## src/boot_loader_cfg.svh

```systemverilog
// Constants for the boot block stream loader
`ifndef BOOT_LOADER_CFG_SVH
`define BOOT_LOADER_CFG_SVH
`define TAG_LSB 0
`define TAG_MSB 15
`define COUNT_LSB 0
`define COUNT_MSB 15
`define ADDR_LSB 16
`define ADDR_MSB 47
`define TAG_FINAL 16'h0000
`define TAG_ZERO_DM16 16'h0001
`define TAG_ZERO_DM32 16'h0002
`define TAG_ZERO_DM40 16'h0003
`define TAG_INIT_DM16 16'h0004
`define TAG_INIT_DM32 16'h0005
`define TAG_ZERO_PM16 16'h0007
`define TAG_ZERO_PM32 16'h0008
`define TAG_ZERO_PM40 16'h0009
`define TAG_ZERO_PM48 16'h000A
`define TAG_INIT_PM16 16'h000B
`define TAG_INIT_PM32 16'h000C
`define TAG_INIT_PM48 16'h000E
`define TAG_ZERO_DM64 16'h000F
`define TAG_INIT_DM64 16'h0010
`define TAG_ZERO_PM64 16'h0011
`define TAG_INIT_PM64 16'h0012
`define SETUP_CYCLES 4'h4
`define KERNEL_BASE 32'h00000000
`define KERNEL_WORDS 16'h0100
`define RESET_VECTOR 32'h00020004
`endif

```

## src/boot_loader_pkg.sv

```systemverilog
// Types for the boot block stream loader
`default_nettype none
package boot_loader_pkg;
	typedef enum logic [1:0] {
		SPACE_DM = 2'h0,
		SPACE_PM = 2'h1
	} space_t;
	typedef enum logic [2:0] {
		WIDTH_16 = 3'h0,
		WIDTH_32 = 3'h1,
		WIDTH_40 = 3'h2,
		WIDTH_48 = 3'h3,
		WIDTH_64 = 3'h4
	} width_t;
	typedef enum logic [3:0] {
		ST_SETUP = 4'h0,
		ST_HDR0 = 4'h1,
		ST_HDR1 = 4'h2,
		ST_BODY = 4'h3,
		ST_ZERO = 4'h4,
		ST_FINAL = 4'h5,
		ST_KERNEL = 4'h6,
		ST_DONE = 4'h7,
		ST_ERROR = 4'h8
	} state_t;
endpackage
`default_nettype wire

```

## src/boot_word_if.sv

```systemverilog
// Stream word carrier from the port selector to the parser
`default_nettype none
interface boot_word_if;
	logic valid;
	logic ready;
	logic [47:0] data;
	modport source (output valid, output data, input ready);
	modport sink (input valid, input data, output ready);
endinterface
`default_nettype wire

```

## src/boot_block_stream_loader.sv

```systemverilog
// Boot block stream parser and memory filler
// Operation
// - Each block begins with a header describing type, length and placement.
// - Header word one holds the tag in bits 0-15; upper bits ignored.
// - Header word two holds start address 16-47 and word count 0-15.
// - Zero blocks write count zeros from start address, reading no body.
// - Init blocks store count 48-bit body words from start address.
// - Tags are 16 bits; zero and init codes as listed.
// - Each tag selects data or program memory and a word width.
// - Final-init tag reads one more word held for the holding register.
// - Final step overwrites kernel region and restores control registers to defaults.
// - User code starts at the second reset-vector location.
// - Headers are read through the port chosen by boot mode.
// - Initialise generators, interrupts, identity and wait states before loading; the code only waits in a setup phase shown on setupActive.
`include "boot_loader_cfg.svh"
`default_nettype none
module boot_block_stream_loader
	import boot_loader_pkg::*;
(
	input wire logic clk_sys,
	input wire logic rst,
	input wire logic useLinkPort,
	input wire logic extValid,
	input wire logic [47:0] extData,
	input wire logic linkValid,
	input wire logic [47:0] linkData,
	output logic streamReady,
	output logic memWrite,
	output logic memSpace,
	output logic [2:0] memWidth,
	output logic [31:0] memAddr,
	output logic [47:0] memData,
	output logic setupActive,
	output logic restoreDefaults,
	output logic [47:0] final_instruction_holding_reg,
	output logic startUser,
	output logic [31:0] userStartAddr,
	output logic bootDone,
	output logic bootError
);
	boot_word_if word ();

	boot_port_select portSel (
		.clk_sys(clk_sys),
		.rst(rst),
		.useLinkPort(useLinkPort),
		.extValid(extValid),
		.extData(extData),
		.linkValid(linkValid),
		.linkData(linkData),
		.word(word)
	);

	state_t state_reg, state_next;
	logic [3:0] setupCnt_reg, setupCnt_next;
	logic [15:0] tag_reg, tag_next;
	logic [15:0] count_reg, count_next;
	logic [31:0] addr_reg, addr_next;
	logic [47:0] hold_reg, hold_next;
	logic ready_reg, ready_next;
	logic wr_reg, wr_next;
	logic space_reg, space_next;
	width_t width_reg, width_next;
	logic [31:0] wAddr_reg, wAddr_next;
	logic [47:0] wData_reg, wData_next;
	logic restore_reg, restore_next;
	logic start_reg, start_next;
	logic done_reg, done_next;
	logic err_reg, err_next;
	logic tagKnown;
	logic tagZero;
	space_t tagSpace;
	width_t tagWidth;
	logic take;

	assign take = word.valid & ready_reg;
	assign word.ready = ready_reg;

	// Tag decode
	always_comb begin
		tagKnown = 1'b1;
		tagZero = 1'b0;
		tagSpace = SPACE_DM;
		tagWidth = WIDTH_16;
		case (word.data[`TAG_MSB:`TAG_LSB])
			`TAG_ZERO_DM16: begin tagZero = 1'b1; end
			`TAG_ZERO_DM32: begin tagZero = 1'b1; tagWidth = WIDTH_32; end
			`TAG_ZERO_DM40: begin tagZero = 1'b1; tagWidth = WIDTH_40; end
			`TAG_INIT_DM16: begin end
			`TAG_INIT_DM32: begin tagWidth = WIDTH_32; end
			`TAG_ZERO_PM16: begin tagZero = 1'b1; tagSpace = SPACE_PM; end
			`TAG_ZERO_PM32: begin
				tagZero = 1'b1; tagSpace = SPACE_PM; tagWidth = WIDTH_32;
			end
			`TAG_ZERO_PM40: begin
				tagZero = 1'b1; tagSpace = SPACE_PM; tagWidth = WIDTH_40;
			end
			`TAG_ZERO_PM48: begin
				tagZero = 1'b1; tagSpace = SPACE_PM; tagWidth = WIDTH_48;
			end
			`TAG_INIT_PM16: begin tagSpace = SPACE_PM; end
			`TAG_INIT_PM32: begin tagSpace = SPACE_PM; tagWidth = WIDTH_32; end
			`TAG_INIT_PM48: begin tagSpace = SPACE_PM; tagWidth = WIDTH_48; end
			`TAG_ZERO_DM64: begin tagZero = 1'b1; tagWidth = WIDTH_64; end
			`TAG_INIT_DM64: begin tagWidth = WIDTH_64; end
			`TAG_ZERO_PM64: begin
				tagZero = 1'b1; tagSpace = SPACE_PM; tagWidth = WIDTH_64;
			end
			`TAG_INIT_PM64: begin tagSpace = SPACE_PM; tagWidth = WIDTH_64; end
			`TAG_FINAL: begin end
			default: begin tagKnown = 1'b0; end
		endcase
	end

	// Sequencer
	always_comb begin
		state_next = state_reg;
		setupCnt_next = setupCnt_reg;
		tag_next = tag_reg;
		count_next = count_reg;
		addr_next = addr_reg;
		hold_next = hold_reg;
		ready_next = 1'b0;
		wr_next = 1'b0;
		space_next = space_reg;
		width_next = width_reg;
		wAddr_next = wAddr_reg;
		wData_next = wData_reg;
		restore_next = 1'b0;
		start_next = 1'b0;
		done_next = done_reg;
		err_next = err_reg;
		case (state_reg)
			ST_SETUP: begin
				setupCnt_next = setupCnt_reg + 4'h1;
				if (setupCnt_reg == `SETUP_CYCLES) begin
					state_next = ST_HDR0;
					ready_next = 1'b1;
				end
			end
			ST_HDR0: begin
				ready_next = 1'b1;
				if (take) begin
					ready_next = 1'b0;
					tag_next = word.data[`TAG_MSB:`TAG_LSB];
					space_next = tagSpace[0];
					width_next = tagWidth;
					if (!tagKnown) begin
						state_next = ST_ERROR;
						err_next = 1'b1;
					end else begin
						state_next = ST_HDR1;
						ready_next = 1'b1;
					end
				end
			end
			ST_HDR1: begin
				ready_next = 1'b1;
				if (take) begin
					ready_next = 1'b0;
					addr_next = word.data[`ADDR_MSB:`ADDR_LSB];
					count_next = word.data[`COUNT_MSB:`COUNT_LSB];
					if (tag_reg == `TAG_FINAL) begin
						state_next = ST_FINAL;
						ready_next = 1'b1;
					end else if (word.data[`COUNT_MSB:`COUNT_LSB] == 16'h0) begin
						state_next = ST_HDR0;
						ready_next = 1'b1;
					end else if (tag_reg == `TAG_ZERO_DM16 || tag_reg == `TAG_ZERO_DM32 ||
						tag_reg == `TAG_ZERO_DM40 || tag_reg == `TAG_ZERO_PM16 ||
						tag_reg == `TAG_ZERO_PM32 || tag_reg == `TAG_ZERO_PM40 ||
						tag_reg == `TAG_ZERO_PM48 || tag_reg == `TAG_ZERO_DM64 ||
						tag_reg == `TAG_ZERO_PM64) begin
						state_next = ST_ZERO;
					end else begin
						state_next = ST_BODY;
						ready_next = 1'b1;
					end
				end
			end
			ST_BODY: begin
				ready_next = 1'b1;
				if (take) begin
					wr_next = 1'b1;
					wAddr_next = addr_reg;
					wData_next = word.data;
					addr_next = addr_reg + 32'h1;
					count_next = count_reg - 16'h1;
					if (count_reg == 16'h1) begin
						state_next = ST_HDR0;
					end
				end
			end
			ST_ZERO: begin
				wr_next = 1'b1;
				wAddr_next = addr_reg;
				wData_next = 48'h0;
				addr_next = addr_reg + 32'h1;
				count_next = count_reg - 16'h1;
				if (count_reg == 16'h1) begin
					state_next = ST_HDR0;
					ready_next = 1'b1;
				end
			end
			ST_FINAL: begin
				ready_next = 1'b1;
				if (take) begin
					ready_next = 1'b0;
					hold_next = word.data;
					addr_next = `KERNEL_BASE;
					count_next = `KERNEL_WORDS;
					space_next = 1'b1; // Program memory
					width_next = WIDTH_48;
					state_next = ST_KERNEL;
					ready_next = 1'b1;
				end
			end
			ST_KERNEL: begin
				ready_next = 1'b1;
				if (take) begin
					wr_next = 1'b1;
					wAddr_next = addr_reg;
					wData_next = word.data;
					addr_next = addr_reg + 32'h1;
					count_next = count_reg - 16'h1;
					if (count_reg == 16'h1) begin
						ready_next = 1'b0;
						restore_next = 1'b1;
						start_next = 1'b1;
						done_next = 1'b1;
						state_next = ST_DONE;
					end
				end
			end
			ST_DONE: begin
			end
			ST_ERROR: begin
				err_next = 1'b1;
			end
			default: begin
				state_next = ST_ERROR;
			end
		endcase
	end

	always_ff @(posedge clk_sys) begin
		if (rst) begin
			state_reg <= ST_SETUP;
			setupCnt_reg <= 4'h0;
			tag_reg <= 16'h0;
			count_reg <= 16'h0;
			addr_reg <= 32'h0;
			hold_reg <= 48'h0;
			ready_reg <= 1'b0;
			wr_reg <= 1'b0;
			space_reg <= 1'b0;
			width_reg <= WIDTH_16;
			wAddr_reg <= 32'h0;
			wData_reg <= 48'h0;
			restore_reg <= 1'b0;
			start_reg <= 1'b0;
			done_reg <= 1'b0;
			err_reg <= 1'b0;
		end else begin
			state_reg <= state_next;
			setupCnt_reg <= setupCnt_next;
			tag_reg <= tag_next;
			count_reg <= count_next;
			addr_reg <= addr_next;
			hold_reg <= hold_next;
			ready_reg <= ready_next;
			wr_reg <= wr_next;
			space_reg <= space_next;
			width_reg <= width_next;
			wAddr_reg <= wAddr_next;
			wData_reg <= wData_next;
			restore_reg <= restore_next;
			start_reg <= start_next;
			done_reg <= done_next;
			err_reg <= err_next;
		end
	end

	logic setup_reg;
	always_ff @(posedge clk_sys) begin
		if (rst) begin
			setup_reg <= 1'b1;
		end else begin
			setup_reg <= (state_next == ST_SETUP);
		end
	end

	assign streamReady = ready_reg;
	assign memWrite = wr_reg;
	assign memSpace = space_reg;
	assign memWidth = width_reg;
	assign memAddr = wAddr_reg;
	assign memData = wData_reg;
	assign setupActive = setup_reg;
	assign restoreDefaults = restore_reg;
	assign final_instruction_holding_reg = hold_reg;
	assign startUser = start_reg;
	assign userStartAddr = `RESET_VECTOR + 32'h1;
	assign bootDone = done_reg;
	assign bootError = err_reg;
endmodule // boot_block_stream_loader
`default_nettype wire

```

## src/boot_port_select.sv

```systemverilog
// Boot port selection and synchronisation of incoming stream words
`default_nettype none
module boot_port_select (
	input wire logic clk_sys,
	input wire logic rst,
	input wire logic useLinkPort,
	input wire logic extValid,
	input wire logic [47:0] extData,
	input wire logic linkValid,
	input wire logic [47:0] linkData,
	boot_word_if.source word
);
	logic [1:0] selSync_reg;
	logic [1:0] selSync_next;
	logic selValid_reg;
	logic selValid_next;
	logic [47:0] selData_reg;
	logic [47:0] selData_next;
	logic lastTog_reg;
	logic lastTog_next;

	// Selected port strobe and data
	always_comb begin
		selSync_next = {selSync_reg[0], useLinkPort};
		selValid_next = selSync_reg[1] ? linkValid : extValid;
		selData_next = selSync_reg[1] ? linkData : extData;
		lastTog_next = selValid_reg & word.ready;
	end

	always_ff @(posedge clk_sys) begin
		if (rst) begin
			selSync_reg <= 2'h0;
			selValid_reg <= 1'b0;
			selData_reg <= 48'h0;
			lastTog_reg <= 1'b0;
		end else begin
			selSync_reg <= selSync_next;
			selValid_reg <= selValid_next;
			selData_reg <= selData_next;
			lastTog_reg <= lastTog_next;
		end
	end

	assign word.valid = selValid_reg & ~lastTog_reg;
	assign word.data = selData_reg;
endmodule // boot_port_select
`default_nettype wire

```

## config.mk

```make
export PLATFORM = sky130hd
export DESIGN_NAME = boot_block_stream_loader
export DESIGN_NICKNAME = d
export VERILOG_FILES = /design/src/boot_loader_pkg.sv /design/src/boot_word_if.sv /design/src/boot_block_stream_loader.sv /design/src/boot_port_select.sv
export VERILOG_INCLUDE_DIRS = /design/src
export SDC_FILE = /design/constraint.sdc
export NUM_CORES = 1
export LEC_CHECK = 0
export ABC_AREA = 0
export BUFFER_PORTS_ARGS = -buffer_cell sky130_fd_sc_hd__clkbuf_2
export CAP_MARGIN = 20
export CORE_ASPECT_RATIO = 1.1
export CORE_UTILIZATION = 40
export DETAILED_ROUTE_END_ITERATION = 6
export GPL_TIMING_DRIVEN = 0
export HOLD_SLACK_MARGIN = 0.15
export RECOVER_POWER = 50
export SYNTH_ARGS = -nofsm -noshare
export SYNTH_HDL_FRONTEND = slang
export SYNTH_SLANG_ARGS = --single-unit
export TNS_END_PERCENT = 5
```

## constraint.sdc

```tcl
create_clock -name clk_sys -period 4.71 [get_ports clk_sys]
set_input_delay 0.942 -clock clk_sys [delete_from_list [all_inputs] [get_ports clk_sys]]
set_output_delay 0.942 -clock clk_sys [all_outputs]
set_load 0.005 [all_outputs]
```

# ---- Word-level counts from Yosys, hierarchy flattened
# Index checks and enable logic that the tools add are counted.
dict set report word_totals {
  ff_bits 262
  latchBits 0
  ram_bits 0
  rom_bits 0
  inputBits 101
  output_inout_bits 171
  wordCells 154
  mem_count 0
}
dict set report op_classes {
  n_addsub 3
  multipliers 0
  div_mod_pow 0
  order_cmp 0
  eq_ne 40
  n_shift 0
  n_mux 52
  bitwise_logic 6
  n_reduce_logical 33
}
# op n
set op_table {}
lappend op_table {{$eq 16x4->1 const B} 11}
lappend op_table {{$mux 32} 4}
lappend op_table {{$pmux 32 s4} 1}
lappend op_table {{$mux 48} 2}
lappend op_table {{$pmux 48 s2} 1}
lappend op_table {{$eq 16x2->1 const B} 4}
lappend op_table {{$eq 16x3->1 const B} 4}
lappend op_table {{$eq 16x5->1 const B} 4}
lappend op_table {{$pmux 16 s4} 1}
lappend op_table {{$pmux 32 s2} 1}
lappend op_table {{$eq 16x1->1 const B} 3}
lappend op_table {{$mux 16} 3}
lappend op_table {{$mux 4} 9}
lappend op_table {{$add 32x1->32 const B} 1}
lappend op_table {{$logic_not 16->1} 2}
lappend op_table {{$pmux 4 s8} 1}
lappend op_table {{$eq 4x3->1 const B} 5}
lappend op_table {{$mux 1} 18}
lappend op_table {{$reduce_or 17->1} 1}
lappend op_table {{$sub 16x1->16 const B} 1}
lappend op_table {{$mux 3} 5}
lappend op_table {{$pmux 3 s4} 1}
lappend op_table {{$reduce_or 2->1} 5}
lappend op_table {{$reduce_and 3->1} 3}
lappend op_table {{other kinds (20)} 43}

# ---- Logic depth before layout (Yosys ltp)
# Gate-level depths: netlist of run 1.
dict set report depth {
  ltp_word 15
  depth_mapped 9
  ltp_nobuf 7
}

# ---- Hierarchy
# A second synthesis of run 1 with hierarchy kept.
dict set report unflattened {
  cells_unflattened 1314
  hier_area_um2 11128.2
}
# mod n_inst cells_each area_each_um2 seq_area_each_um2
set by_module_without_submodules {}
lappend by_module_without_submodules {boot_block_stream_loader 1 1147 9293.9 4204.0}
lappend by_module_without_submodules {boot_port_select 1 167 1834.3 1041.0}

# ---- Least setup slack after synthesis of run 1
# Ideal clock, no wire load.
dict set report synth_timing {
  path_type {register -> register}
  start {register count_reg[5]}
  end {register setup_reg, in the netlist setupActive}
  setup_time_ps 73
  arrival_time_ps 2192
  required_ps 4637
  path_slack_ps 2445
  stages_incl_launch_ff 9
  n_path_buf 2
  synth_period_minus_slack_ps 2265
  path_cell_list {dfxtp_1 -> buf_6 -> or4_1 -> or3_1 -> buf_6 -> o41a_1 -> a211oi_2 -> a21oi_1 -> nor3_2}
}
dict set report synth_via {
  elab_chain_len 5
  word_cells_on_any_way 7
  classes_between {1 x eq/ne; 5 x mux; 1 x reduce/logical}
}
# item line_no
set synth_lines {}
lappend synth_lines {{start, declared} boot_block_stream_loader.sv:57} ;# logic [15:0] count_reg, count_next;
lappend synth_lines {{start signal, assigned} boot_block_stream_loader.sv:268} ;# count_reg <= count_next;
lappend synth_lines {{$eq 16x1->1 (*)} {boot_block_stream_loader.sv:189, boot_block_stream_loader.sv:200, boot_block_stream_loader.sv:226}}
lappend synth_lines {{$mux 4 (on tied branches)} {boot_block_stream_loader.sv:226, boot_block_stream_loader.sv:189, boot_block_stream_loader.sv:200}}
lappend synth_lines {{$mux 4 (on tied branches)} {boot_block_stream_loader.sv:220, boot_block_stream_loader.sv:183}}
lappend synth_lines {{$pmux 4 s8 (*)} boot_block_stream_loader.sv:133} ;# case (state_reg)
lappend synth_lines {{$logic_not 4->1 (*)} boot_block_stream_loader.sv:289} ;# setup_reg <= (state_next == ST_SETUP);
lappend synth_lines {{end signal, assigned} boot_block_stream_loader.sv:289}
lappend synth_lines {{end, declared} boot_block_stream_loader.sv:284} ;# logic setup_reg;
# Mark *: on every way between the ends. The rest lies on a longest branch, timed or not.
# A chain may end at the register's enable or synchronous reset.

# ---- Worst setup path in the final report of run 1
dict set report layout_timing {
  start {register portSel.lastTog_reg}
  end {register wData_reg[8], in the netlist memData[8]}
}
dict set report layout_via {
  elab_chain_len 5
}
# item line_no
set layout_lines {}
lappend layout_lines {{start, declared} boot_port_select.sv:19} ;# logic lastTog_reg;
lappend layout_lines {{start signal, assigned} boot_port_select.sv:40} ;# lastTog_reg <= lastTog_next;
lappend layout_lines {{$not 1->1} boot_port_select.sv:44} ;# assign word.valid = selValid_reg & ~lastTog_reg;
lappend layout_lines {{$and 1x1->1} boot_port_select.sv:44}
lappend layout_lines {{$and 1x1->1} boot_block_stream_loader.sv:76} ;# assign take = word.valid & ready_reg;
lappend layout_lines {{$ne 2x1->1 (no line)} n/a}
lappend layout_lines {{$reduce_and 2->1 (no line)} n/a}
lappend layout_lines {{end signal, assigned} boot_block_stream_loader.sv:276} ;# wData_reg <= wData_next;
lappend layout_lines {{end, declared} boot_block_stream_loader.sv:65} ;# logic [47:0] wData_reg, wData_next;
# Every way passes these cells.

==> results of run 1 <==
[cells in the final DEF (no fill, tap or decap), drive strengths merged, types with 10 or more instances in the layout]
cell type / synthesis / routed
dfxtp: 262 / 262
nand4: 12 / 12
a21oi: 151 / 151
inv: 22 / 24
buf: 48 / 49
nand2: 249 / 249
nand3: 27 / 27
clkbuf: 85 / 352
o21ai: 46 / 46
nor4: 13 / 13
a22o: 54 / 54
a22oi: 11 / 11
nor3: 20 / 20
conb: 2 / 32
mux2i: 49 / 49
a221oi: 10 / 10
nor2: 118 / 118
[power by group through the flow]
stage	registers (mW)	logic, mW	clock network (mW)
6_report	2.29	0.241	2.47
5_1_grt	2.30	0.267	2.59
4_1_cts	2.29	0.242	2.49
3_5_place_dp	2.34	0.241	0
3_3_place_gp	2.34	0.238	0
2_1_floorplan	2.32	0.149	0
[path summary, 6_finish.rpt]
check                                    startpoint          to  cells after the start
worst min-delay path                       bootDone    bootDone                      2
worst max-delay path            portSel.lastTog_reg  memData[8]                      9
worst max register to register  portSel.lastTog_reg  memData[8]                      9
worst min register to register             bootDone    bootDone                      2
[worst max-delay path: cells and delay by family, from the launching register on]
kind / cells / cell delay, ns
buffers and inverters: 3 / 1.59
AND/OR/NAND/NOR: 5 / 0.83
flip-flops: 1 / 0.33
AO/OA/AOI/OAI: 1 / 0.21
[kinds of logic (layout without fill, tap and decap cells)]
kind of cell    after synthesis  in the layout  share of synthesized area (%)
simple gates                487            487                           19.3
compound gates              346            346                           20.3
flops                       262            262                           47.8
buf+inv                     155            443                           6.64
mux                          50             50                           4.57
xor+xnor                      9              9                          0.719
fa+ha+maj                     5              5                          0.570
other cells                   2             32                         0.0685
[through the flow]
| step | util [%] | setup WS [ns] | total power, mW | cells |
|---|---|---|---|---|
| floorplan | - | 2.44 | 2.47 | 1346 |
| finish | 50.6 | 1.69 | 5.00 | 1991 |
| global route | 50.6 | 1.50 | 5.16 | 1991 |
| CTS | 51.0 | 1.72 | 5.02 | 1991 |
| global placement | 47.2 | 1.72 | 2.58 | 1941 |
| detailed placement | 47.2 | 1.70 | 2.58 | 1941 |
[per-layer routing]
layer | wire (um) | share of wire, % | vias to the layer above
met5 | 0 | 0 | -
met4 | 857 | 2.5 | 0
met3 | 2420 | 6.9 | 59
met2 | 16000 | 46 | 433
met1 | 15700 | 45 | 4802
li1 | - | - | 5144
[final cells by class]
type | instances | share of cell area, %
Sequential cell | 262 | 38.5
Multi-Input combinational cell | 929 | 37.5
Timing Repair Buffer | 238 | 7.98
Clock buffer | 30 | 5.19
Buffer | 133 | 4.63
Tap cell | 357 | 3.28
Clock inverter | 20 | 2.37
Inverter | 22 | 0.606
==> impl_summary.txt, run 1 <==
----------------------------------------------------
[Clocking]
  Post-CTS Hold Fix Bufs ... 0
  TritonCTS Buffers ... 27
  Htree depth ... 1
  Clock tree from TritonCTS ... built
  Clock latency reported for the late side of the worst-skew pair ... 0.55 ns
  Post-cts resize count ... 0
  Maximum buffer depth of the clock tree ... 3
  Clock transition time at the flip-flop clock pins of the worst setup and hold paths ... 0.06 ns
  Post-CTS Setup Repair Bufs ... 0
  Clock root buffer ... sky130_fd_sc_hd__clkbuf_16
  Number of clock sinks ... 262

[Synthesis]
  Mean instance size in the synthesized netlist ... 8.34 um2
  Most common library cells after synthesis ... sky130_fd_sc_hd__dfxtp_1, sky130_fd_sc_hd__nand2_1, sky130_fd_sc_hd__a21oi_1
  Number of distinct library cell variants in the gate-level netlist after synthesis ... 67
  Sequential cell area fraction in the yosys report ... 47.8%
  Flip-flop and latch count after synthesis ... 262
  Share of the synthesized area in the top cell type ... 47.8%
  Post-synthesis instance area ... 0.0110 mm2
  Largest area contributor in the synthesized netlist ... sky130_fd_sc_hd__dfxtp_1
  Post-synth top flop ... sky130_fd_sc_hd__dfxtp_1
  Synth Instances ... 1316
  Total number of yosys warnings ... 0
  Most repeated cell in the gate-level netlist after synthesis ... sky130_fd_sc_hd__dfxtp_1
  Ys async rst share ... 0%
  Biggest area contributors in the synthesized netlist ... sky130_fd_sc_hd__dfxtp_1, sky130_fd_sc_hd__nand2_1, sky130_fd_sc_hd__a21oi_1, sky130_fd_sc_hd__mux2i_1, sky130_fd_sc_hd__a22o_1
  Post-synth EDFFs ... 0

[Outcome]
  Run status ... finished, final reports clean

[Global route]
  Largest net degree at the start of global routing ... 16
  GRT Overall Usage ... 24.2%
  Global routing met3 resource utilization ... 3.54%
  Final global-route overflow total ... 0
  Number of antenna violations at the first check in global routing ... 0
  First-pass GRT wire length ... 53700 um
  Fraction of met2 tracks used by global routing ... 40.1%
  Most congested layer reported by global routing ... met2
  Met1 demand-to-capacity share in global routing ... 32.6%
  Via count of the first global-routing pass ... 9667

[Timing]
  Post-route fraction of the period consumed by the critical path ... 64.2%
  Minimum period implied by the final worst setup slack ... 3.02 ns
  Remaining max-slew budget at the tightest pin ... 30.1%
  Actual slew at the worst max-slew pin ... 1.05 ns
  Final Hold Violating Endpoints ... 0
  Unrepaired setup endpoints after global routing ... false
  Setup skew after layout ... 0.0176 ns
  Final total negative setup slack ... 0 ns
  Maximum operating frequency ... 0.331 GHz
  Final Setup Violations ... 0
  Hold Slack ... 0.445 ns
  Max-slew violation count ... 0

[Floorplanning]
  Overall die height ... 176 um
  Row cnt ... 63
  Placeable core region ... 0.0270 mm2
  Die Width ... 160 um
  Number of top-level design ports ... 272
  Initial cell density of the core ... 40.7%
  Die outline area ... 0.0281 mm2

[Placed design]
  Cell area after placement ... 0.0127 mm2
  Port buffer count ... 238
  Routability-driven placement congestion ratio ... 0.896
  Estimated wirelength of the detail-placed design ... 25000 um

[Pwr]
  Power Density ... 367 mW/mm2
  Highest ir drop seen on vdd ... 0.270 mV
  Static power due to leakage ... 5.17 nW
  Internal power of the cells ... 3.88 mW
  Share of total power in combinational logic ... 4.8%
  Switching share of power ... 22.4%
  Part of the total power dissipated in the clock network ... 49.3%
  Sequential Power Share ... 45.9%
  Switching pwr ... 1.12 mW

[Critical path]
  Maximum fanout count along the critical path ... 10
  Most common cell on crit path ... sky130_fd_sc_hd__nor2_1
  Critical setup path kind ... flip-flop to flip-flop
  CP max stage delay ... 0.74 ns
  Sequence of cells on the critical path ... nand3b_1, clkbuf_1, nor2_1, nor2_1, nor2_1, nor2_1, clkbuf_1, clkbuf_1, a22o_1
  Endpoint type of the worst setup path ... flip-flop
  Crit path DAT ... 3.50 ns
  Setup crit start kind ... flip-flop
  Register-to-register setup slack ... 1.69 ns
  Standard cell with the maximum stage delay on the critical path ... sky130_fd_sc_hd__clkbuf_1
  Required @ worst endpoint ... 5.19 ns

[Detailed routing]
  Violation count after the first detailed-route iteration ... 730
  Post-DR wirelength/cell ... 17.5 um
  Number of vias after detailed routing ... 10438
  Total wire length ... 34900 um
  Pre-Repair DR Iteration Count ... 5
  Via density per instance ... 5.24
  Number of DRC violations after detailed routing ... 0
  Final antenna-violating net count ... 0

[Finish]
  Final std cell area, no fill ... 0.0136 mm2
  Sequential standard cell area ... 0.00525 mm2
  Fraction of final layout cells sized beyond drive strength 1 ... 15.3%
  Multi-input combinational cell area ... 0.00511 mm2
  Signed area change from the synthesized netlist to the final layout ... 24.3%
  Antenna diode count ... 0
  Final-layout fill cell count ... 2736
  Nets ... 1719

[Worst hold path]
  Hold/Removal Path Class ... flip-flop to flip-flop

[Run]
  Number of max-capacitance violations reported ... 0

----------------------------------------------------
Note: power is estimated with default switching activity, not from simulation.
==> run 2: changes to the inputs <==
Clock period 4.71 ns to 2.9 ns, I/O delays scaled along.
==> run 2 against run 1 <==
Clock power up 62%. Sequential power up 62%. Sequential share of layout area down 0.10 points. Hold slack worse by 0.18 ns. Flip-flop and latch count unchanged. Clock skew up 0.0025 ns. Count of clock-buffer cells in the layout unchanged. Routed wire length up 0.42%. Cell count unchanged. Cell area up 0.27%. Fmax up 13%. Register-to-register slack worse by 1.5 ns. Largest cell class unchanged. Highest routed layer unchanged.
==> impl_summary.txt, run 2 (same netlist as run 1, synthesis figures left out) <==
----------------------------------------------------
[Detailed routing]
  Violation count after the first detailed-route iteration ... 798 (was 730)
  Uppermost signal routing layer after detailed routing ... met4 (unchanged)
  Number of DRC violations after detailed routing ... 0 (unchanged)
  Post-DR wirelength/cell ... 17.6 um (was 17.5 um)
  Met1 Wirelength ... 15800 um (was 15700 um)
  Final antenna-violating net count ... 0 (unchanged)
  Via density per instance ... 5.24 (about the same)
  Number of vias after detailed routing ... 10442 (was 10438)
  Pre-Repair DR Iteration Count ... 5 (unchanged)
  Metal2 WL ... 16100 um (was 16000 um)
  Detail Route met3 WL ... 2270 um (was 2420 um)
  Total wire length ... 35100 um (was 34900 um)

[Worst hold path]
  Hold worst-path end ... portSel.selSync_reg[0] (was bootDone)
  Startpoint of the tightest hold check path ... useLinkPort (was bootDone)
  Hold/Removal Path Class ... input port to flip-flop (was flip-flop to flip-flop)
  Cell count of the worst hold path ... 2 (unchanged)

[Placed design]
  Routability-driven placement congestion ratio ... 0.896 (unchanged)
  Cell area after placement ... 0.0127 mm2 (unchanged)
  Port buffer count ... 238 (unchanged)
  Estimated wirelength of the detail-placed design ... 25000 um (unchanged)

[Timing]
  Unrepaired setup endpoints after global routing ... false (unchanged)
  Max-slew violation count ... 0 (unchanged)
  Final Hold Violating Endpoints ... 0 (unchanged)
  Actual slew at the worst max-slew pin ... 1.06 ns (was 1.05 ns)
  Maximum operating frequency ... 0.373 GHz (was 0.331 GHz)
  Setup skew after layout ... 0.0202 ns (was 0.0176 ns)
  Final Setup Violations ... 0 (unchanged)
  Remaining max-slew budget at the tightest pin ... 29.6% (was 30.1%)
  Minimum period implied by the final worst setup slack ... 2.68 ns (was 3.02 ns)
  Post-route fraction of the period consumed by the critical path ... 92.4% (was 64.2%)

[Floorplanning]
  Placeable core region ... 0.0270 mm2 (unchanged)
  Initial cell density of the core ... 40.7% (unchanged)
  Die outline area ... 0.0281 mm2 (unchanged)
  Die Width ... 160 um (unchanged)
  Number of top-level design ports ... 272 (unchanged)
  Overall die height ... 176 um (unchanged)
  Row cnt ... 63 (unchanged)

[Critical path]
  Register-to-Register Path Depth ... 9 (unchanged)
  Worst reg2reg path endpoint ... addr_reg[5] (was memData[8])
  Critical setup path kind ... flip-flop to flip-flop (unchanged)
  Reg-to-reg critical path startpoint ... portSel.lastTog_reg (unchanged)
  Register-to-register setup slack ... 0.22 ns (was 1.69 ns)
  Required @ worst endpoint ... 3.30 ns (was 5.19 ns)
  Critical path's top delay family ... buffers and inverters (unchanged)
  CP max stage delay ... 0.52 ns (was 0.74 ns)
  Crit path DAT ... 3.08 ns (was 3.50 ns)
  Sequence of cells on the critical path ... nand3b_1, clkbuf_1, o21ai_0, nand2_1, clkbuf_1, clkbuf_1, nor2_1, a21oi_1, nor2_1 (was nand3b_1, clkbuf_1, nor2_1, nor2_1, nor2_1, nor2_1, clkbuf_1, clkbuf_1, a22o_1)
  Setup crit start kind ... flip-flop (unchanged)
  Endpoint type of the worst setup path ... flip-flop (unchanged)
  Bufs and invs on worst path ... 3 (unchanged)
  Standard cell with the maximum stage delay on the critical path ... sky130_fd_sc_hd__clkbuf_1 (unchanged)
  Most common cell on crit path ... sky130_fd_sc_hd__clkbuf_1 (was sky130_fd_sc_hd__nor2_1)
  Maximum fanout count along the critical path ... 10 (unchanged)

[Pwr]
  Power Density ... 594 mW/mm2 (was 367 mW/mm2)
  Highest ir drop seen on vdd ... 0.437 mV (was 0.270 mV)
  Static power due to leakage ... 5.20 nW (was 5.17 nW)
  Total power draw ... 8.12 mW (was 5.00 mW)

[Clocking]
  Number of clock sinks ... 262 (unchanged)
  Htree depth ... 1 (unchanged)
  Clock tree from TritonCTS ... built (unchanged)
  Maximum buffer depth of the clock tree ... 3 (unchanged)
  TritonCTS Buffers ... 27 (unchanged)
  Post-CTS Hold Fix Bufs ... 0 (unchanged)
  Clock root buffer ... sky130_fd_sc_hd__clkbuf_16 (unchanged)
  Clock latency reported for the late side of the worst-skew pair ... 0.55 ns (about the same)
  Clock transition time at the flip-flop clock pins of the worst setup and hold paths ... 0.06 ns (about the same)

[Global route]
  Final global-route overflow total ... 0 (unchanged)
  Number of antenna violations at the first check in global routing ... 0 (unchanged)
  Via count of the first global-routing pass ... 9642 (was 9667)
  GRT Overall Usage ... 24.2% (about the same)
  First-pass GRT wire length ... 53700 um (about the same)
  Largest net degree at the start of global routing ... 16 (unchanged)

[Finish]
  Final std cell area, no fill ... 0.0137 mm2 (was 0.0136 mm2)
  Antenna diode count ... 0 (unchanged)
  Signed area change from the synthesized netlist to the final layout ... 24.6% (was 24.3%)
  Commonest non-fill, non-tap cell in the layout ... sky130_fd_sc_hd__dfxtp_1 (unchanged)
  Nets ... 1719 (unchanged)
  Commonest non-fill, non-tap cells in the layout ... sky130_fd_sc_hd__dfxtp_1, sky130_fd_sc_hd__nand2_1, sky130_fd_sc_hd__clkbuf_1, sky130_fd_sc_hd__clkbuf_2, sky130_fd_sc_hd__a21oi_1 (was sky130_fd_sc_hd__dfxtp_1, sky130_fd_sc_hd__nand2_1, sky130_fd_sc_hd__clkbuf_1)
  Fraction of final layout cells sized beyond drive strength 1 ... 16.0% (was 15.3%)

[Outcome]
  Run status ... finished, final reports clean (unchanged)

[Run]
  Number of max-capacitance violations reported ... 0 (unchanged)

----------------------------------------------------
-- run 2: cell counts in the layout (fill, tap and decap cells not counted) --
No cell type changed its count.
-- run 2: area by class of cell --
cell class / instances / area, um2
Clock buffer: 30 / 707
Fill cell: 2728 / 13300
Inverter: 22 / 82.6
Sequential cell: 262 / 5250
Buffer: 133 / 656
Tap cell: 357 / 447
Timing Repair Buffer: 238 / 1090
Multi-Input combinational cell: 929 / 5120
Clock inverter: 20 / 323
-- run 2: per-stage QoR --
step	setup WS, ns	setup TNS, ns	std cells	util (%)	hold WS, ns
after floorplan	0.635	0	1346	-	0.414
after global placement	-0.0478	-0.872	1941	47.2	0.418
after detailed placement	-0.0725	-1.20	1941	47.2	0.438
after CTS	0.00562	0	1991	51.0	0.251
after global routing	0.0443	0	1991	50.7	0.277
final	0.220	0	1991	50.7	0.262
-- run 2: report_power, final --
| group | internal, mW | total, mW | switching (mW) |
|---|---|---|---|
| registers | 3.65 | 3.72 | 0.0699 |
| clock network | 2.48 | 4.00 | 1.52 |
| logic | 0.169 | 0.391 | 0.223 |
| total | 6.30 | 8.12 | 1.82 |
-- run 2: worst max path at each step --
stage / from / to / slack [ns] / cells after the start
after floorplan: count_reg[5] / setupActive / 0.63 / 8
after global placement: state_reg[0] / memData[13] / -0.05 / 9
after detailed placement: portSel.lastTog_reg / memData[17] / -0.07 / 9
after CTS: portSel.lastTog_reg / addr_reg[21] / 0.006 / 8
after global routing: addr_reg[10] / addr_reg[31] / 0.04 / 7
final: portSel.lastTog_reg / addr_reg[5] / 0.22 / 9
-- run 2: layer usage --
layer  up-vias  track usage (%)
met3        59             3.19
met4         0             7.34
met5         -                0
li1       5137                -
met2       417             40.2
met1      4829             32.8
-- run 2: timing repair --
| action | in CTS | in global routing |
|---|---|---|
| gates resized for setup | 4 | 10 |
| cloned | 0 | 0 |
| setup endpoints to repair | 28 | 35 |
| setup buffers | 0 | 0 |
==> run 3: changes to the inputs <==
Settings changed: CORE_UTILIZATION 40 to 53, GPL_TIMING_DRIVEN 0 to unset, PLACE_DENSITY set to 0.79.
Clock period 2.9 ns to 3.07 ns, I/O delays scaled along.
==> run 3 against run 2 <==
The run now ends with design-rule violations, max-capacitance violations, max-slew violations left. Non-clock buffer count shrank 110. Power shrank 13%. Setup slack gained 0.29 ns. Count of clock-buffer cells in the layout grew 5. Sequential power shrank 5%. Core utilization grew 14 points. Clock skew shrank 0.0044 ns. Sequential share of layout area grew 2.0 points. Cell count shrank 11%. Register-to-register slack gained 0.39 ns. Routed wire length shrank 19%.
==> impl_summary.txt, run 3 (same netlist as run 1, synthesis figures left out) <==
----------------------------------------------------
[Outcome]
  Run status ... finished, violations left (was finished, final reports clean)
  Violated checks ... design-rule violations, max-capacitance violations, max-slew violations

[Clocking]
  Post-cts resize count ... 0 (was 4)
  Clock root buffer ... sky130_fd_sc_hd__clkbuf_16 (unchanged)
  Clock latency reported for the late side of the worst-skew pair ... 0.53 ns (was 0.55 ns)
  Maximum buffer depth of the clock tree ... 3 (unchanged)
  Post-CTS Hold Fix Bufs ... 0 (unchanged)
  Post-CTS Setup Repair Bufs ... 0 (unchanged)
  TritonCTS Buffers ... 26 (was 27)
  Clock transition time at the flip-flop clock pins of the worst setup and hold paths ... 0.06 ns (about the same)
  Number of clock sinks ... 262 (unchanged)
  Htree depth ... 1 (unchanged)
  Clock tree from TritonCTS ... built (unchanged)

[Worst hold path]
  Hold/Removal Path Class ... input port to flip-flop (unchanged)

[Detailed routing]
  Total wire length ... 28500 um (was 35100 um)
  Violation count after the first detailed-route iteration ... 939 (was 798)
  Via density per instance ... 5.67 (was 5.24)
  Number of vias after detailed routing ... 10055 (was 10442)
  Number of DRC violations after detailed routing ... 18 (was 0)
  Post-DR wirelength/cell ... 16.1 um (was 17.6 um)
  Final antenna-violating net count ... 0 (unchanged)
  Pre-Repair DR Iteration Count ... 7 (was 5)

[Finish]
  Final non-filler cell total ... 1774 (was 1991)
  Fraction of final layout cells sized beyond drive strength 1 ... 16.0% (about the same)
  Nets ... 1608 (was 1719)
  Commonest non-fill, non-tap cells in the layout ... sky130_fd_sc_hd__dfxtp_1, sky130_fd_sc_hd__nand2_1, sky130_fd_sc_hd__clkbuf_2 (was sky130_fd_sc_hd__dfxtp_1, sky130_fd_sc_hd__nand2_1, sky130_fd_sc_hd__clkbuf_1, sky130_fd_sc_hd__clkbuf_2, sky130_fd_sc_hd__a21oi_1)
  Final design utilization ... 64.8% (was 50.7%)
  Signed area change from the synthesized netlist to the final layout ... 18.5% (was 24.6%)
  Antenna diode count ... 0 (unchanged)
  Final std cell area, no fill ... 0.0130 mm2 (was 0.0137 mm2)
  Commonest non-fill, non-tap cell in the layout ... sky130_fd_sc_hd__dfxtp_1 (unchanged)

[Global route]
  First-pass GRT wire length ... 46100 um (was 53700 um)
  Via count of the first global-routing pass ... 9179 (was 9642)
  GRT Overall Usage ... 26.0% (was 24.2%)
  Final global-route overflow total ... 0 (unchanged)
  Number of antenna violations at the first check in global routing ... 0 (unchanged)
  Largest net degree at the start of global routing ... 95 (was 16)

[Critical path]
  Endpoint type of the worst setup path ... flip-flop (unchanged)
  Critical setup path kind ... input port to flip-flop (was flip-flop to flip-flop)
  Maximum fanout count along the critical path ... 94 (was 10)
  Crit path DAT ... 2.90 ns (was 3.08 ns)
  Setup crit start kind ... input port (was flip-flop)
  Required @ worst endpoint ... 3.41 ns (was 3.30 ns)

[Timing]
  Final total negative setup slack ... 0 ns (unchanged)
  Unrepaired setup endpoints after global routing ... false (unchanged)
  Post-route fraction of the period consumed by the critical path ... 83.5%
  Final Setup Violations ... 0 (unchanged)
  Setup skew after layout ... 0.0158 ns (was 0.0202 ns)
  Fin worst setup slack ... 0.508 ns (was 0.220 ns)
  Max-slew violation count ... 145 (was 0)
  Minimum period implied by the final worst setup slack ... 2.56 ns
  Final Hold Violating Endpoints ... 0 (unchanged)
  Remaining max-slew budget at the tightest pin ... -24.3% (was 29.6%)
  Maximum operating frequency ... 0.390 GHz
  Actual slew at the worst max-slew pin ... 1.86 ns (was 1.06 ns)
  Hold Slack ... 0.310 ns (was 0.262 ns)

[Floorplanning]
  Die Width ... 139 um (was 160 um)
  Overall die height ... 153 um (was 176 um)
  Die outline area ... 0.0213 mm2 (was 0.0281 mm2)
  Row cnt ... 54 (was 63)
  Placeable core region ... 0.0201 mm2 (was 0.0270 mm2)
  Number of top-level design ports ... 272 (unchanged)
  Initial cell density of the core ... 54.7% (was 40.7%)

[Pwr]
  Highest ir drop seen on vdd ... 0.374 mV (was 0.437 mV)
  Total power draw ... 7.07 mW (was 8.12 mW)
  Power Density ... 544 mW/mm2 (was 594 mW/mm2)
  Static power due to leakage ... 4.94 nW (was 5.20 nW)

[Placed design]
  Placed cells ... 1726 (was 1941)
  Setup slack after placement ... 0.671 ns (was -0.0725 ns)
  Port buffer count ... 239 (was 238)
  Cell area after placement ... 0.0122 mm2 (was 0.0127 mm2)
  Routability-driven placement congestion ratio ... 0.850 (was 0.896)
  Estimated wirelength of the detail-placed design ... 19200 um (was 25000 um)

[Run]
  Number of max-capacitance violations reported ... 2 (was 0)

----------------------------------------------------
-- run 3: worst max-delay path: stages --
cell                       delay (ns)
sky130_fd_sc_hd__clkbuf_2        0.60
sky130_fd_sc_hd__clkbuf_2        1.42
sky130_fd_sc_hd__nor3_1          0.15
-- run 3: power by group --
part,switching [mW],internal (mW),total (mW)
sequential,0.0923,3.45,3.54
combinational,0.149,0.130,0.279
clock,1.33,1.92,3.25
total,1.57,5.50,7.07
-- run 3: final cells by class --
type / count / area (um2)
Sequential cell: 262 / 5250
Fill cell: 1752 / 7060
Clock buffer: 35 / 767
Multi-Input combinational cell: 929 / 5170
Clock inverter: 13 / 120
Timing Repair Buffer: 261 / 1310
Tap cell: 252 / 315
Inverter: 22 / 82.6
-- run 3: metal layers --
| metal | vias to the layer above | track usage [%] | part of all wire [%] |
|---|---|---|---|
| met4 | 0 | 6.30 | 1.6 |
| met5 | - | 0 | 0 |
| li1 | 4902 | - | - |
| met1 | 4712 | 33.8 | 43 |
| met2 | 398 | 45.1 | 48 |
| met3 | 43 | 4.20 | 7.5 |
-- run 3: path summary, 6_finish.rpt --
| path | cells past startpoint | to | slack (ns) | from |
|---|---|---|---|---|
| worst max-delay path | 3 | addr_reg[0] | 0.51 | rst |
| worst min-delay path | 2 | portSel.selSync_reg[0] | 0.31 | useLinkPort |
| worst max register to register | 7 | memData[30] | 0.61 | state_reg[0] |
| worst min register to register | 1 | portSel.selSync_reg[1] | 0.44 | portSel.selSync_reg[0] |
